[config.mk]
export PLATFORM = sky130hd
export DESIGN_NAME = osc_clock_control
export DESIGN_NICKNAME = d
export VERILOG_FILES = /design/src/osc_ctrl_pkg.sv /design/src/osc_clock_control.sv /design/src/osc_startup_counter.sv
export SDC_FILE = /design/constraint.sdc
export NUM_CORES = 1
export LEC_CHECK = 0
export ABC_CLOCK_PERIOD_IN_PS = 3200
export BUFFER_PORTS_ARGS = -buffer_cell sky130_fd_sc_hd__buf_2
export CELL_PAD_IN_SITES_DETAIL_PLACEMENT = 1
export CELL_PAD_IN_SITES_GLOBAL_PLACEMENT = 2
export CORE_UTILIZATION = 35
export CTS_BUF_LIST = sky130_fd_sc_hd__clkbuf_8
export DETAILED_ROUTE_END_ITERATION = 8
export GPL_TIMING_DRIVEN = 0
export PLACE_DENSITY_LB_ADDON = 0.1
export SETUP_SLACK_MARGIN = 0.3
export SKIP_CTS_REPAIR_TIMING = 1
export SYNTH_ARGS = -nofsm -noshare
export SYNTH_HDL_FRONTEND = slang
export SYNTH_SLANG_ARGS = --single-unit
[constraint.sdc]
create_clock -name clk_sys -period 3.2 [get_ports clk_sys]
set_input_delay 0.16 -clock clk_sys [delete_from_list [all_inputs] [get_ports clk_sys]]
set_output_delay 0.16 -clock clk_sys [all_outputs]
set_load 0.1 [all_outputs]
[src/osc_ctrl_pkg.sv]
// constants, types and the frequency routing table of the oscillator control block
package osc_ctrl_pkg;

  // start-up count of primary pin oscillations in crystal modes
  localparam int unsigned STARTUP_CYCLES = 1024;

  // default source configuration codes
  localparam logic [2:0] SRC_LP  = 3'h0;
  localparam logic [2:0] SRC_XT  = 3'h1;
  localparam logic [2:0] SRC_HS  = 3'h2;
  localparam logic [2:0] SRC_RC  = 3'h3;
  localparam logic [2:0] SRC_INT = 3'h4;

  // run-time selection codes
  localparam logic [1:0] SCS_DEFAULT = 2'h0;
  localparam logic [1:0] SCS_TIMER   = 2'h1;
  localparam int         SCS_INT_BIT = 1;

  localparam logic [3:0] IFS_RESET  = 4'h7;
  localparam logic [3:0] IFS_HF_LOW = 4'h3;
  localparam logic [5:0] TUNE_RESET = 6'h00;

  // register byte offsets
  localparam int         ADR_W       = 4;
  localparam logic [3:0] REG_CONTROL = 4'h0;
  localparam logic [3:0] REG_STATUS  = 4'h4;
  localparam logic [3:0] REG_TUNING  = 4'h8;

  // control fields
  localparam int CTL_SCS_LSB = 0;
  localparam int CTL_IFS_LSB = 2;
  localparam int CTL_PLL_BIT = 6;

  // status fields
  localparam int ST_HF_READY  = 0;
  localparam int ST_HF_LOCKED = 1;
  localparam int ST_HF_STABLE = 2;
  localparam int ST_MF_READY  = 3;
  localparam int ST_LF_READY  = 4;
  localparam int ST_STARTED   = 5;
  localparam int ST_SWITCHING = 6;

  // synchroniser lanes
  localparam int PIN_HF  = 0;
  localparam int PIN_MF  = 1;
  localparam int PIN_LF  = 2;
  localparam int PIN_PRI = 3;
  localparam int PIN_TMR = 4;
  localparam int PIN_N   = 5;

  localparam int DIV_W = 9;

  typedef enum logic [1:0] {
    CLK_PRIMARY  = 2'h0,
    CLK_TIMER    = 2'h1,
    CLK_INTERNAL = 2'h2
  } sys_src_e;

  typedef enum logic [1:0] {
    INT_LF = 2'h0,
    INT_MF = 2'h1,
    INT_HF = 2'h2
  } int_src_e;

  // returns {source, postscale shift}; nine codes divide the high source
  function automatic logic [5:0] int_route(input logic [3:0] code);
    logic [5:0] r;
    r = {INT_LF, 4'h0};
    if (code[3]) begin
      r = {INT_HF, 1'b0, 3'h7 - code[2:0]};
    end else if (code == IFS_HF_LOW) begin
      r = {INT_HF, 4'h8};
    end else if (code[3:1] != 3'h0) begin
      r = {INT_MF, 4'h7 - code};
    end
    return r;
  endfunction

endpackage

[src/osc_clock_control.sv]
// oscillator source control: start-up, multiplier, internal sources, selection
//
// Summary of operation
// crystal modes count 1024 primary pin oscillations before the clock is usable.
// counting starts after reset, after power-up delay if configured, and on wake.
// the processor is held while the start-up count runs.
// a 4x multiplier takes an external or internal source as its input.
// multiplier enabled by configuration bit or software bit; configuration overrides software.
// the timer crystal oscillator is selectable at run time as system clock.
// in RC mode the primary pin clocks; secondary pin is I/O or clock output.
// in internal mode primary pin is released; secondary pin I/O or clock out.
// the configured source select gives the default clock after any reset.
// software select bits switch the system clock to the internal block.
// the high source is derived from the medium source by a multiplying loop.
// a low source runs independently of the two other internal sources.
// a tuning register adjusts both high and medium internal sources.
// a postscaler and mux pick one of nine derived frequencies.
// high and medium sources enabled when selected and internal mode is active.
// high ready flag shows the high source running and usable.
// high locked flag shows the high source within two percent.
// high stable flag shows the high source within half a percent.
// medium ready flag shows the medium source running and usable.
// select code 00 default, 01 timer crystal, 1x internal block.
// after any reset the frequency select loads 0111, the 500 kHz choice.
// frequency switch waits old falling edge, holds low, waits new rising edge.
// status flags clear when their source stops and rise again after restart.
// the start-up count is skipped for clock, RC and internal modes.
`timescale 1ns/1ps
`default_nettype none
module osc_clock_control
  import osc_ctrl_pkg::*;
#(
  parameter logic [7:0]  HF_READY_EDGES  = 8'h04,
  parameter logic [7:0]  HF_LOCK_EDGES   = 8'h10,
  parameter logic [7:0]  HF_STABLE_EDGES = 8'h40,
  parameter logic [7:0]  MF_READY_EDGES  = 8'h04,
  parameter logic [7:0]  LF_READY_EDGES  = 8'h02,
  parameter int unsigned START_COUNT     = STARTUP_CYCLES
) (
  input  wire logic             clk_sys,
  input  wire logic             rst,
  input  wire logic             ce,
  input  wire logic             wb_cyc_i,
  input  wire logic             wb_stb_i,
  input  wire logic             wb_we_i,
  input  wire logic [ADR_W-1:0] wb_adr_i,
  input  wire logic [3:0]       wb_sel_i,
  input  wire logic [31:0]      wb_dat_i,
  output var  logic [31:0]      wb_dat_o,
  output var  logic             wb_ack_o,
  input  wire logic [2:0]       cfg_source_select,
  input  wire logic             cfg_pll_enable,
  input  wire logic             cfg_clock_out_enable,
  input  wire logic             cfg_power_up_delay,
  input  wire logic             power_up_done,
  input  wire logic             wake_event,
  input  wire logic             primary_osc_pin,
  input  wire logic             timer_crystal_in_pin,
  input  wire logic             hf_osc_in,
  input  wire logic             mf_osc_in,
  input  wire logic             lf_osc_in,
  output var  logic             cpu_hold,
  output var  logic             hf_enable,
  output var  logic             mf_enable,
  output var  logic             lf_enable,
  output var  logic             hf_loop_enable,
  output var  logic [5:0]       osc_tune,
  output var  logic             pll_enable,
  output var  logic             pll_from_internal,
  output var  logic [1:0]       sys_clk_source,
  output var  logic             internal_clock,
  output var  logic             primary_pin_released,
  output var  logic             secondary_pin_out,
  output var  logic             secondary_pin_oe_n,
  output var  logic             secondary_pin_released
);

  if (HF_READY_EDGES > HF_LOCK_EDGES || HF_LOCK_EDGES > HF_STABLE_EDGES
      || HF_READY_EDGES == 8'h00 || MF_READY_EDGES == 8'h00 || LF_READY_EDGES == 8'h00)
  begin : g_bad_edges
    $error("settle thresholds must be nonzero and ordered");
  end

  typedef enum logic [1:0] {
    SW_IDLE       = 2'b00,
    SW_WAIT_READY = 2'b01,
    SW_WAIT_FALL  = 2'b11,
    SW_WAIT_RISE  = 2'b10
  } switch_e;

  // every oscillator input is asynchronous to clk_sys
  logic [PIN_N-1:0] pin_raw;
  logic [PIN_N-1:0] pin_sync;
  logic [PIN_N-1:0] pin_rise;
  assign pin_raw = {timer_crystal_in_pin, primary_osc_pin, lf_osc_in, mf_osc_in, hf_osc_in};

  for (genvar i = 0; i < PIN_N; i++) begin : g_sync
    logic meta_reg;
    logic sync_reg;
    logic prev_reg;
    always_ff @(posedge clk_sys) begin
      if (rst) begin
        meta_reg <= 1'b0;
        sync_reg <= 1'b0;
        prev_reg <= 1'b0;
      end else if (ce) begin
        meta_reg <= pin_raw[i];
        sync_reg <= meta_reg;
        prev_reg <= sync_reg;
      end
    end
    assign pin_sync[i] = sync_reg;
    assign pin_rise[i] = sync_reg & ~prev_reg;
  end

  // control registers
  logic [1:0] scs_reg;
  logic [3:0] ifs_reg;
  logic       spll_reg;
  logic       bus_req;
  logic       bus_wr;
  assign bus_req = wb_cyc_i & wb_stb_i & ~wb_ack_o;
  assign bus_wr  = bus_req & wb_we_i & wb_sel_i[0];

  always_ff @(posedge clk_sys) begin
    if (rst) begin
      scs_reg  <= SCS_DEFAULT;
      // reset frequency choice
      ifs_reg  <= IFS_RESET;
      spll_reg <= 1'b0;
      osc_tune <= TUNE_RESET;
    end else if (ce && bus_wr) begin
      if (wb_adr_i == REG_CONTROL) begin
        scs_reg  <= wb_dat_i[CTL_SCS_LSB +: 2];
        ifs_reg  <= wb_dat_i[CTL_IFS_LSB +: 4];
        spll_reg <= wb_dat_i[CTL_PLL_BIT];
      end else if (wb_adr_i == REG_TUNING) begin
        // one trim for high and medium sources
        osc_tune <= wb_dat_i[5:0];
      end
    end
  end

  // source enables
  logic       int_mode;
  logic [5:0] req_route;
  logic [5:0] act_route_reg;
  logic [5:0] tgt_route_reg;
  logic       hf_need;
  logic       mf_need;
  logic       lf_need;

  assign int_mode  = scs_reg[SCS_INT_BIT] || cfg_source_select == SRC_INT;
  assign req_route = int_route(ifs_reg);
  // selected source runs only in internal mode; old and target kept until switched
  assign hf_need = int_mode && (req_route[5:4] == INT_HF || act_route_reg[5:4] == INT_HF
                   || tgt_route_reg[5:4] == INT_HF);
  // the high source is multiplied up from the medium one, so both run
  assign mf_need = hf_need || (int_mode
                   && (req_route[5:4] == INT_MF || act_route_reg[5:4] == INT_MF
                       || tgt_route_reg[5:4] == INT_MF));
  // the low source has its own enable
  assign lf_need = int_mode && (req_route[5:4] == INT_LF || act_route_reg[5:4] == INT_LF
                   || tgt_route_reg[5:4] == INT_LF);

  always_ff @(posedge clk_sys) begin
    if (rst) begin
      hf_enable      <= 1'b0;
      mf_enable      <= 1'b0;
      lf_enable      <= 1'b0;
      hf_loop_enable <= 1'b0;
    end else if (ce) begin
      hf_enable      <= hf_need;
      mf_enable      <= mf_need;
      lf_enable      <= lf_need;
      hf_loop_enable <= hf_need;
    end
  end

  // settle counters: oscillations seen since enable, saturating
  logic [2:0] src_en;
  logic [7:0] settle_cnt [3];
  assign src_en = {lf_enable, mf_enable, hf_enable};

  for (genvar s = 0; s < 3; s++) begin : g_settle
    always_ff @(posedge clk_sys) begin
      if (rst) begin
        settle_cnt[s] <= 8'h00;
      end else if (ce) begin
        // a stopped source loses its history
        if (!src_en[s]) begin
          settle_cnt[s] <= 8'h00;
        end else if (pin_rise[s] && settle_cnt[s] != 8'hFF) begin
          settle_cnt[s] <= settle_cnt[s] + 8'h01;
        end
      end
    end
  end

  logic hf_ready;
  logic hf_locked;
  logic hf_stable;
  logic mf_ready;
  logic lf_ready;
  // running and usable
  assign hf_ready  = settle_cnt[PIN_HF] >= HF_READY_EDGES;
  // within two percent
  assign hf_locked = settle_cnt[PIN_HF] >= HF_LOCK_EDGES;
  // within half a percent
  assign hf_stable = settle_cnt[PIN_HF] >= HF_STABLE_EDGES;
  // medium source usable
  assign mf_ready  = settle_cnt[PIN_MF] >= MF_READY_EDGES;
  assign lf_ready  = settle_cnt[PIN_LF] >= LF_READY_EDGES;

  // postscaler chains on the high and medium sources
  logic [DIV_W-1:0] hf_div_reg;
  logic [DIV_W-1:0] mf_div_reg;
  always_ff @(posedge clk_sys) begin
    if (rst) begin
      hf_div_reg <= '0;
      mf_div_reg <= '0;
    end else if (ce) begin
      if (pin_rise[PIN_HF]) begin
        hf_div_reg <= hf_div_reg + 1'b1;
      end
      if (pin_rise[PIN_MF]) begin
        mf_div_reg <= mf_div_reg + 1'b1;
      end
    end
  end

  function automatic logic route_level(input logic [5:0] rt, input logic [PIN_N-1:0] sy,
                                       input logic [DIV_W-1:0] hd, input logic [DIV_W-1:0] md);
    logic [DIV_W:0] chain;
    chain = '0;
    unique case (rt[5:4])
      INT_HF:  chain = {hd, sy[PIN_HF]};
      INT_MF:  chain = {md, sy[PIN_MF]};
      default: chain = {{DIV_W{1'b0}}, sy[PIN_LF]};
    endcase
    return chain[rt[3:0]];
  endfunction

  logic cur_lvl;
  logic new_lvl;
  logic cur_prev_reg;
  logic new_prev_reg;
  logic cur_fall;
  logic new_rise;
  logic tgt_ready;
  assign cur_lvl  = route_level(act_route_reg, pin_sync, hf_div_reg, mf_div_reg);
  assign new_lvl  = route_level(tgt_route_reg, pin_sync, hf_div_reg, mf_div_reg);
  assign cur_fall = cur_prev_reg & ~cur_lvl;
  assign new_rise = ~new_prev_reg & new_lvl;
  assign tgt_ready = (tgt_route_reg[5:4] == act_route_reg[5:4])
                     || (tgt_route_reg[5:4] == INT_HF && hf_ready)
                     || (tgt_route_reg[5:4] == INT_MF && mf_ready)
                     || (tgt_route_reg[5:4] == INT_LF && lf_ready);

  switch_e sw_state;

  // glitch-free change of internal frequency
  always_ff @(posedge clk_sys) begin
    if (rst) begin
      sw_state       <= SW_IDLE;
      act_route_reg  <= {INT_MF, 4'h0};
      tgt_route_reg  <= {INT_MF, 4'h0};
      cur_prev_reg   <= 1'b0;
      new_prev_reg   <= 1'b0;
      internal_clock <= 1'b0;
    end else if (ce) begin
      cur_prev_reg <= cur_lvl;
      new_prev_reg <= new_lvl;
      unique case (sw_state)
        SW_IDLE: begin
          internal_clock <= cur_lvl;
          tgt_route_reg  <= req_route;
          // with the block unused there is no running clock to protect
          if (!int_mode) begin
            act_route_reg <= req_route;
          end else if (req_route != act_route_reg) begin
            sw_state <= SW_WAIT_READY;
          end
        end
        SW_WAIT_READY: begin
          internal_clock <= cur_lvl;
          if (tgt_ready) begin
            sw_state <= SW_WAIT_FALL;
          end
        end
        SW_WAIT_FALL: begin
          internal_clock <= cur_lvl;
          if (cur_fall) begin
            sw_state <= SW_WAIT_RISE;
          end
        end
        SW_WAIT_RISE: begin
          internal_clock <= new_rise;
          if (new_rise) begin
            act_route_reg <= tgt_route_reg;
            sw_state      <= SW_IDLE;
          end
        end
      endcase
      // block unused: a half-done switch is dropped, so no stopped source is awaited
      if (!int_mode) begin
        sw_state <= SW_IDLE;
      end
    end
  end

  // start-up sequencing
  logic crystal_mode;
  logic por_pend_reg;
  logic power_up_delay_ok;
  logic st_start;
  logic st_busy;
  assign crystal_mode = cfg_source_select == SRC_LP || cfg_source_select == SRC_XT
                        || cfg_source_select == SRC_HS;
  assign power_up_delay_ok  = !cfg_power_up_delay || power_up_done;
  // after reset and delay, or on wake; R24: only crystal modes count
  assign st_start = crystal_mode && (wake_event || (por_pend_reg && power_up_delay_ok));

  always_ff @(posedge clk_sys) begin
    if (rst) begin
      por_pend_reg <= 1'b1;
      cpu_hold     <= 1'b1;
    end else if (ce) begin
      if (power_up_delay_ok) begin
        por_pend_reg <= 1'b0;
      end
      // no instruction runs until counting ends
      cpu_hold <= (por_pend_reg && !power_up_delay_ok) || st_start || st_busy;
    end
  end

  osc_startup_counter #(
    .COUNT (START_COUNT)
  ) u_startup (
    .clk_sys (clk_sys),
    .rst     (rst),
    .ce      (ce),
    .start   (st_start),
    .tick    (pin_rise[PIN_PRI]),
    .busy    (st_busy)
  );

  // system source, multiplier and pins
  always_ff @(posedge clk_sys) begin
    if (rst) begin
      sys_clk_source         <= CLK_PRIMARY;
      pll_enable             <= 1'b0;
      pll_from_internal      <= 1'b0;
      primary_pin_released   <= 1'b0;
      secondary_pin_out      <= 1'b0;
      secondary_pin_oe_n     <= 1'b1;
      secondary_pin_released <= 1'b0;
    end else if (ce) begin
      // R20: R10: R6: code 00 follows configuration, 01 timer, 1x internal
      if (scs_reg[SCS_INT_BIT]) begin
        sys_clk_source <= CLK_INTERNAL;
      end else if (scs_reg == SCS_TIMER) begin
        sys_clk_source <= CLK_TIMER;
      end else begin
        sys_clk_source <= (cfg_source_select == SRC_INT) ? CLK_INTERNAL : CLK_PRIMARY;
      end
      // software bit only counts while configuration bit is clear
      pll_enable        <= cfg_pll_enable | spll_reg;
      // multiplier input follows the default source kind
      pll_from_internal <= cfg_source_select == SRC_INT;
      // primary pin free for general use in internal mode
      primary_pin_released <= cfg_source_select == SRC_INT;
      // R8: secondary pin is the crystal drive only in crystal modes
      if (crystal_mode) begin
        secondary_pin_oe_n     <= 1'b1;
        secondary_pin_released <= 1'b0;
        secondary_pin_out      <= 1'b0;
      end else if (cfg_clock_out_enable) begin
        secondary_pin_oe_n     <= 1'b0;
        secondary_pin_released <= 1'b0;
        secondary_pin_out      <= (cfg_source_select == SRC_INT) ? internal_clock
                                                                 : pin_sync[PIN_PRI];
      end else begin
        secondary_pin_oe_n     <= 1'b1;
        secondary_pin_released <= 1'b1;
        secondary_pin_out      <= 1'b0;
      end
    end
  end

  // bus slave: one registered answer per request, a cycle after it is seen, unmapped reads zero
  logic [31:0] rd_data;
  always_comb begin
    rd_data = 32'h0000_0000;
    unique case (wb_adr_i)
      REG_CONTROL: begin
        rd_data[CTL_SCS_LSB +: 2] = scs_reg;
        rd_data[CTL_IFS_LSB +: 4] = ifs_reg;
        rd_data[CTL_PLL_BIT]      = spll_reg;
      end
      REG_STATUS: begin
        rd_data[ST_HF_READY]  = hf_ready;
        rd_data[ST_HF_LOCKED] = hf_locked;
        rd_data[ST_HF_STABLE] = hf_stable;
        rd_data[ST_MF_READY]  = mf_ready;
        rd_data[ST_LF_READY]  = lf_ready;
        rd_data[ST_STARTED]   = !cpu_hold;
        rd_data[ST_SWITCHING] = sw_state != SW_IDLE;
      end
      REG_TUNING: rd_data[5:0] = osc_tune;
      default:    rd_data = 32'h0000_0000;
    endcase
  end

  always_ff @(posedge clk_sys) begin
    if (rst) begin
      wb_ack_o <= 1'b0;
      wb_dat_o <= 32'h0000_0000;
    end else if (ce) begin
      wb_ack_o <= bus_req;
      wb_dat_o <= bus_req ? rd_data : 32'h0000_0000;
    end
  end

  a_pll_either_bit: assert property (@(posedge clk_sys) disable iff (rst)
    ce && (cfg_pll_enable || spll_reg) |=> pll_enable) else $error("multiplier not enabled");

  a_hold_during_count: assert property (@(posedge clk_sys) disable iff (rst)
    ce && st_busy |=> cpu_hold) else $error("processor released during count");

  a_no_count_bypass: assert property (@(posedge clk_sys) disable iff (rst)
    st_start |-> crystal_mode) else $error("count started outside crystal mode");

  a_freq_reset: assert property (@(posedge clk_sys)
    $fell(rst) |-> ifs_reg == IFS_RESET) else $error("frequency select reset wrong");

  a_hf_enable_cond: assert property (@(posedge clk_sys) disable iff (rst)
    ce && $past(ce) && hf_enable |-> $past(int_mode))
    else $error("high source on outside internal mode");

  a_flag_clear: assert property (@(posedge clk_sys) disable iff (rst)
    ce && !hf_enable ##1 ce |=> !hf_ready) else $error("ready flag held after stop");

  a_stable_order: assert property (@(posedge clk_sys) disable iff (rst)
    hf_stable |-> hf_locked && hf_ready) else $error("stable without lock");

  a_held_low: assert property (@(posedge clk_sys) disable iff (rst)
    ce && sw_state == SW_WAIT_RISE && !new_rise |=> !internal_clock)
    else $error("clock not held low during switch");

  a_primary_release: assert property (@(posedge clk_sys) disable iff (rst)
    ce && cfg_source_select == SRC_INT |=> primary_pin_released)
    else $error("primary pin kept in internal mode");

  a_select_internal: assert property (@(posedge clk_sys) disable iff (rst)
    ce && scs_reg[SCS_INT_BIT] |=> sys_clk_source == CLK_INTERNAL)
    else $error("internal selection not taken");

endmodule
`default_nettype wire

[src/osc_startup_counter.sv]
// start-up cycle counter: counts primary pin oscillations before release
`timescale 1ns/1ps
`default_nettype none
module osc_startup_counter
  import osc_ctrl_pkg::*;
#(
  parameter int unsigned COUNT = STARTUP_CYCLES
) (
  input  wire logic clk_sys,
  input  wire logic rst,
  input  wire logic ce,
  input  wire logic start,
  input  wire logic tick,
  output var  logic busy
);
  localparam int         W    = $clog2(COUNT + 1);
  localparam logic [W-1:0] LAST = W'(COUNT - 1);

  if (COUNT < 2) begin : g_bad_count
    $error("startup count must be at least 2");
  end

  logic [W-1:0] cnt_reg;

  // restart counting
  always_ff @(posedge clk_sys) begin
    if (rst) begin
      busy    <= 1'b0;
      cnt_reg <= '0;
    end else if (ce) begin
      if (start) begin
        busy    <= 1'b1;
        cnt_reg <= '0;
      end else if (busy && tick) begin
        // count full oscillations
        if (cnt_reg == LAST) begin
          busy <= 1'b0;
        end else begin
          cnt_reg <= cnt_reg + 1'b1;
        end
      end
    end
  end

  a_start_busy: assert property (@(posedge clk_sys) disable iff (rst)
    ce && start |=> busy) else $error("counter did not start");

  a_count_end: assert property (@(posedge clk_sys) disable iff (rst)
    ce && !start && busy && tick && cnt_reg == LAST |=> !busy)
    else $error("counter did not finish on last oscillation");

  a_no_early_end: assert property (@(posedge clk_sys) disable iff (rst)
    ce && busy && cnt_reg != LAST |=> busy) else $error("counter ended early");

endmodule
`default_nettype wire

Word level (Yosys, flattened, before mapping)
Memories as Yosys holds them, arrays and structs flattened.
Index checks and enable logic that the tools add are counted.
Cells by class
  add/subtract/negate cells: 8
  $lt $le $gt $ge: 7
  eq/ne operators: 29
  muxes and demuxes: 72
  bitwise gates (word level): 25
  reduce and logical (&&, ||, !) cells: 56
Operators with widths (count)
  $mux 8: 6
  $mux 1: 40
  $pmux 10 s2: 2
  $mux 11: 3
  $add 8x1->8 const B: 3
  $mux 6: 4
  $ne 8x8->1 const B: 3
  $add 9x1->9 const B: 2
  $pmux 6 s3: 1
  $logic_or 1x1->1: 17
  $ge 8x3->1 const B: 2
  $mux 2: 8
  $logic_and 1x1->1: 14
  $ne 3x3->1 const B: 4
  $pmux 6 s2: 1
  $add 11x1->11 const B: 1
  $eq 11x10->1 const B: 1
  $and 1x1->1: 10
  $eq 2x1->1 const B: 5
  $eq 2x2->1 const B: 5
  $lt 4x5->1 const B: 2
  $reduce_and 2->1: 5
  $reduce_and 3->1: 3
  $bmux 1 s4: 2
  other kinds (29): 53
Storage, ports and cells
  register bits: 117
  memory bits (writable): 24
  output and inout port bits: 53
  logic and storage cells: 237
  memories: 1
Memories
  settle_cnt: depth 3, bits a word 8, rd ports 3, clocked after memory_dff 0, write ports 3, line osc_clock_control.sv:182  | logic [7:0] settle_cnt [3];

Logic depth before layout (Yosys ltp)
  word-level depth: 9
  mapped depth: 10
  mapped depth without buffers: 8

By module
Synthesis repeated with hierarchy kept, for this count alone.
Unflattened totals
  cells, all modules: 732
  area, all modules: 6394.9 sq um
Modules (own cells, without submodules)
  osc_clock_control: instances 1, cells each 639, area each 5614.1 sq um, seq. area each 2322.2 sq um
  osc_startup_counter: instances 1, cells each 93, area each 780.7 sq um, seq. area each 240.2 sq um

Worst setup path after synthesis
Ideal clock, no wire load.
  path kind: register to register
  start point: register lf_enable
  end point: memory settle_cnt[2][0] (enable)
  setup time: 377 ps
  data arrival time: 2013 ps
  required time: 2823 ps
  slack: 810 ps
  stages on the path, launching flop included: 5
  period minus slack after synthesis: 2390 ps
  cell sequence: dfxtp_1 nand2_1 or4_1 a31o_2 o211ai_1
RTL lines
  from (decl): line osc_clock_control.sv:65  | output var logic lf_enable,
  from (signal assigned): line osc_clock_control.sv:175  | lf_enable <= lf_need;
  to (decl): line osc_clock_control.sv:182

Worst setup path in the final report
  start point: register tgt_route_reg[5]
  end point: register act_route_reg[2]
On the way
  word-level cells in the longest chain between the ends: 7
  elaborated cells on any way between the ends: 8
  those cells by class: eq/ne (3); mux (3); bitwise (1); reduce/logical (1)
Ends and longest elaborated chain
  from (decl): line osc_clock_control.sv:148  | logic [5:0] tgt_route_reg;
  from (signal assigned): line osc_clock_control.sv:267  | tgt_route_reg <= {INT_MF, 4'h0};
  from (signal assigned): line osc_clock_control.sv:277  | tgt_route_reg <= req_route;
  $eq 2x1->1 / $eq 2x2->1 (equally long branches): line osc_clock_control.sv:236  | unique case (rt[5:4])
  $pmux 10 s2 (*): line osc_clock_control.sv:236
  $bmux 1 s4 (*): line osc_clock_control.sv:241  | return chain[rt[3:0]];
  $mux 1 (implied by the code) (*): line osc_clock_control.sv:241
  $and 1x1->1 (*): line osc_clock_control.sv:254  | assign new_rise = ~new_prev_reg & new_lvl;
  $ne 2x2->1 (no source line) (*)
  $reduce_and 4->1 (no source line) (*)
  to (signal assigned): line osc_clock_control.sv:266  | act_route_reg <= {INT_MF, 4'h0};
  to (signal assigned): line osc_clock_control.sv:280  | act_route_reg <= req_route;
  to (signal assigned): line osc_clock_control.sv:300  | act_route_reg <= tgt_route_reg;
  to (decl): line osc_clock_control.sv:147  | logic [5:0] act_route_reg;
Mark *: on every way between the ends. The rest lies on a longest branch, timed or not. The select of a mux whose other input is x is not followed.
A chain may end at the register's enable or synchronous reset.

==> flow_summary.ini <==
[run_status]
outcome = finished, violations left
violations = hold timing

[power_and_ir_drop]
power_density_nw_per_um2 = 452
peakVddDrop_uv = 257
p_leak_nw = 2.87
switchingPower_w = 0.00103
finalPower_w = 0.00330
pwr-share-clk_pct = 39.6
p_int_w = 0.00227
p_sw_share_pct = 31.1
p_comb_share_pct = 13.2
seqPwrFrac_pct = 47.2

[logic_synthesis]
netlist.area_leader.share_pct = 29.9
yosysMostFrequentCell = nor2_1
synth_area_leaders = dfxtp_1, edfxtp_1, nor2_1
syn_area_per_cell_um2 = 8.85
syn_area_um2 = 6160
ys_seq_elements = 116
synth_cells = 696
yosys_warnings = 0
ys.flop_type = dfxtp_1
synth_cell_types = 64
synth_top_cell_by_area = dfxtp_1
yosysSeqAreaShare_pct = 41.6
synth-edff-count = 24
synthTopCellsByCount = nor2_1, dfxtp_1, nand2_1, mux2i_1, xor2_1
synth-async-reset-ratio_pct = 0

[setup_path]
cp.required_ns = 3.55
critPathMaxStageDelay_ns = 0.44
cp-start-kind = flip-flop
path_max_fanout = 10
cp_data_arrival_time_ns = 2.99
rr_worst_depth = 9
path_depth = 9
slowest_stage = dfxtp_1
endpoint_kind = flip-flop
crit_chain = inv_1, ha_1, nand2_1, o32ai_1, nor4_2, o31ai_4, buf_4, a21oi_1, a311oi_1
critical_path_class = reg -> reg
path_buf_inv = 2
critPathTopFamily = compound AO/OA/AOI/OAI gates

[floorplanning]
fp.dieH_um = 135
core-area_um2 = 17200
io_pins = 112
initial_core_util_pct = 35.7
rows = 48
chipWidth_um = 135
die-area_um2 = 18100

[global_routing]
grt_pass1_vias = 5553
grt_overflow = 0
grt_max_degree = 17
grt_use_total_pct = 20.8
antenna_found_initial = 0
grt_pass1_wl_mm = 29.1

[cells_and_area]
area_delta_synth_final_pct = 18.5
final_nets = 879
largest_reg_flops = 24
drive_gt1_share_pct = 17.0
n_antenna_cell = 0

[sta]
rsz0062_at_grt = no
finClkSkew_ns = 0.0131
worst_slew_pin_slew_ns = 1.08
min_period_ns = 2.65
setup_violations = 0
setup_tns_ns = 0
max_freq_ghz = 0.378
max_slew_margin_pct = 27.3
holdWs_ns = -0.0129
fin_crit_sh_pct = 82.7
hold_viol = 2
drv_slew = 0

[hold_path]
hold_path_depth = 3
worstHoldPathType = in -> reg

[routing]
dr.pass1.iters = 4
route.detailed.drc = 0
dr_total_vias = 5383
viasPerCell = 5.16
wl_per_cell_um = 17.3
drt_iter0_drc = 197
wirelength_mm = 18.1
ant_nets = 0

[run]
cap_violations = 0

[placed_design]
numPortBuffers = 55
finalWeightedCongestion = 0.873
dp_hpwl_mm = 13.5

[cts]
cts.sinks = 116
htreeDepth = 4
cts.clk_slew.worst_paths_ns = 0.07
cts_buffers = 17
cts_tree = built
ctsLongestPathBuffers = 2
cts_root_buf = clkbuf_8
clk_latency_ns = 0.45
-- logic make-up after synthesis --
logic type,count (synthesis),synth area share [%]
and+or+nand+nor,272,21.0
AOI/OAI and AO/OA,131,15.3
DFF,116,41.6
buffers and inverters,80,6.67
xor gates and xnor gates,41,5.83
muxes,40,6.52
adders and majority gates,15,3.05
other,1,0.0609
-- tightest hold or removal path, stage by stage --
cell	delay (ns)
buf_2	0.10
mux2i_1	0.06
nor2_1	0.07
-- cell usage in the layout, fill, tap and decap left out, types with 24 or more instances in the layout --
| master | instances |
|---|---|
| nor2_1 | 113 |
| nand3_1 | 25 |
| buf_2 | 59 |
| conb_1 | 25 |
| mux2i_1 | 39 |
| a21oi_1 | 30 |
| nand2_1 | 58 |
| edfxtp_1 | 24 |
| dfxtp_1 | 92 |
| buf_4 | 28 |
| xor2_1 | 34 |
-- power groups by stage --
stage          Sequential (W)  Clock, W  Combinational, W
2_1_floorplan         0.00162         0          0.000295
3_3_place_gp          0.00159         0          0.000421
3_5_place_dp          0.00159         0          0.000427
4_1_cts               0.00156   0.00135          0.000428
5_1_grt               0.00156   0.00140          0.000463
6_report              0.00156   0.00130          0.000436
-- layer usage --
layer	vias to the layer above	part of all wire [%]	track usage, %
met5	-	0	0
met4	0	1.2	6.12
met3	15	3.3	3.72
met2	87	49	35.7
met1	2646	47	26.6
li1	2635	-	-
-- worst paths after layout --
| check | startpoint | to | slack [ns] |
|---|---|---|---|
| worst max-delay path | tgt_route_reg[5] | act_route_reg[2] | 0.55 |
| worst min register to register | secondary_pin_oe_n | secondary_pin_oe_n | 0.47 |
| worst max register to register | tgt_route_reg[5] | act_route_reg[2] | 0.55 |
| worst min-delay path | wb_dat_i[5] | ifs_reg[3] | -0.01 |
-- metrics by stage --
stage                     cell area [µm²]  utilization, %  cells  setup WS (ns)
after floorplan                      6250               -    720          0.810
after global placement               6800            39.5   1000          0.646
after detailed placement             6820            39.5   1001          0.585
after CTS                            7190            41.7   1033          0.569
after global routing                 7290            42.3   1043          0.383
final                                7290            42.3   1043          0.553
-- area by class of cell --
cell class | count | area (µm²)
fillers | 2059 | 9940
multi-input cells | 524 | 3280
flip-flops and latches | 116 | 2560
repair buffers | 66 | 387
plain buffers | 59 | 332
well taps | 225 | 282
clock buffers | 18 | 248
clock inverters | 14 | 129
inverters | 21 | 78.8
No activity file was read; power rests on OpenSTA's default activity.
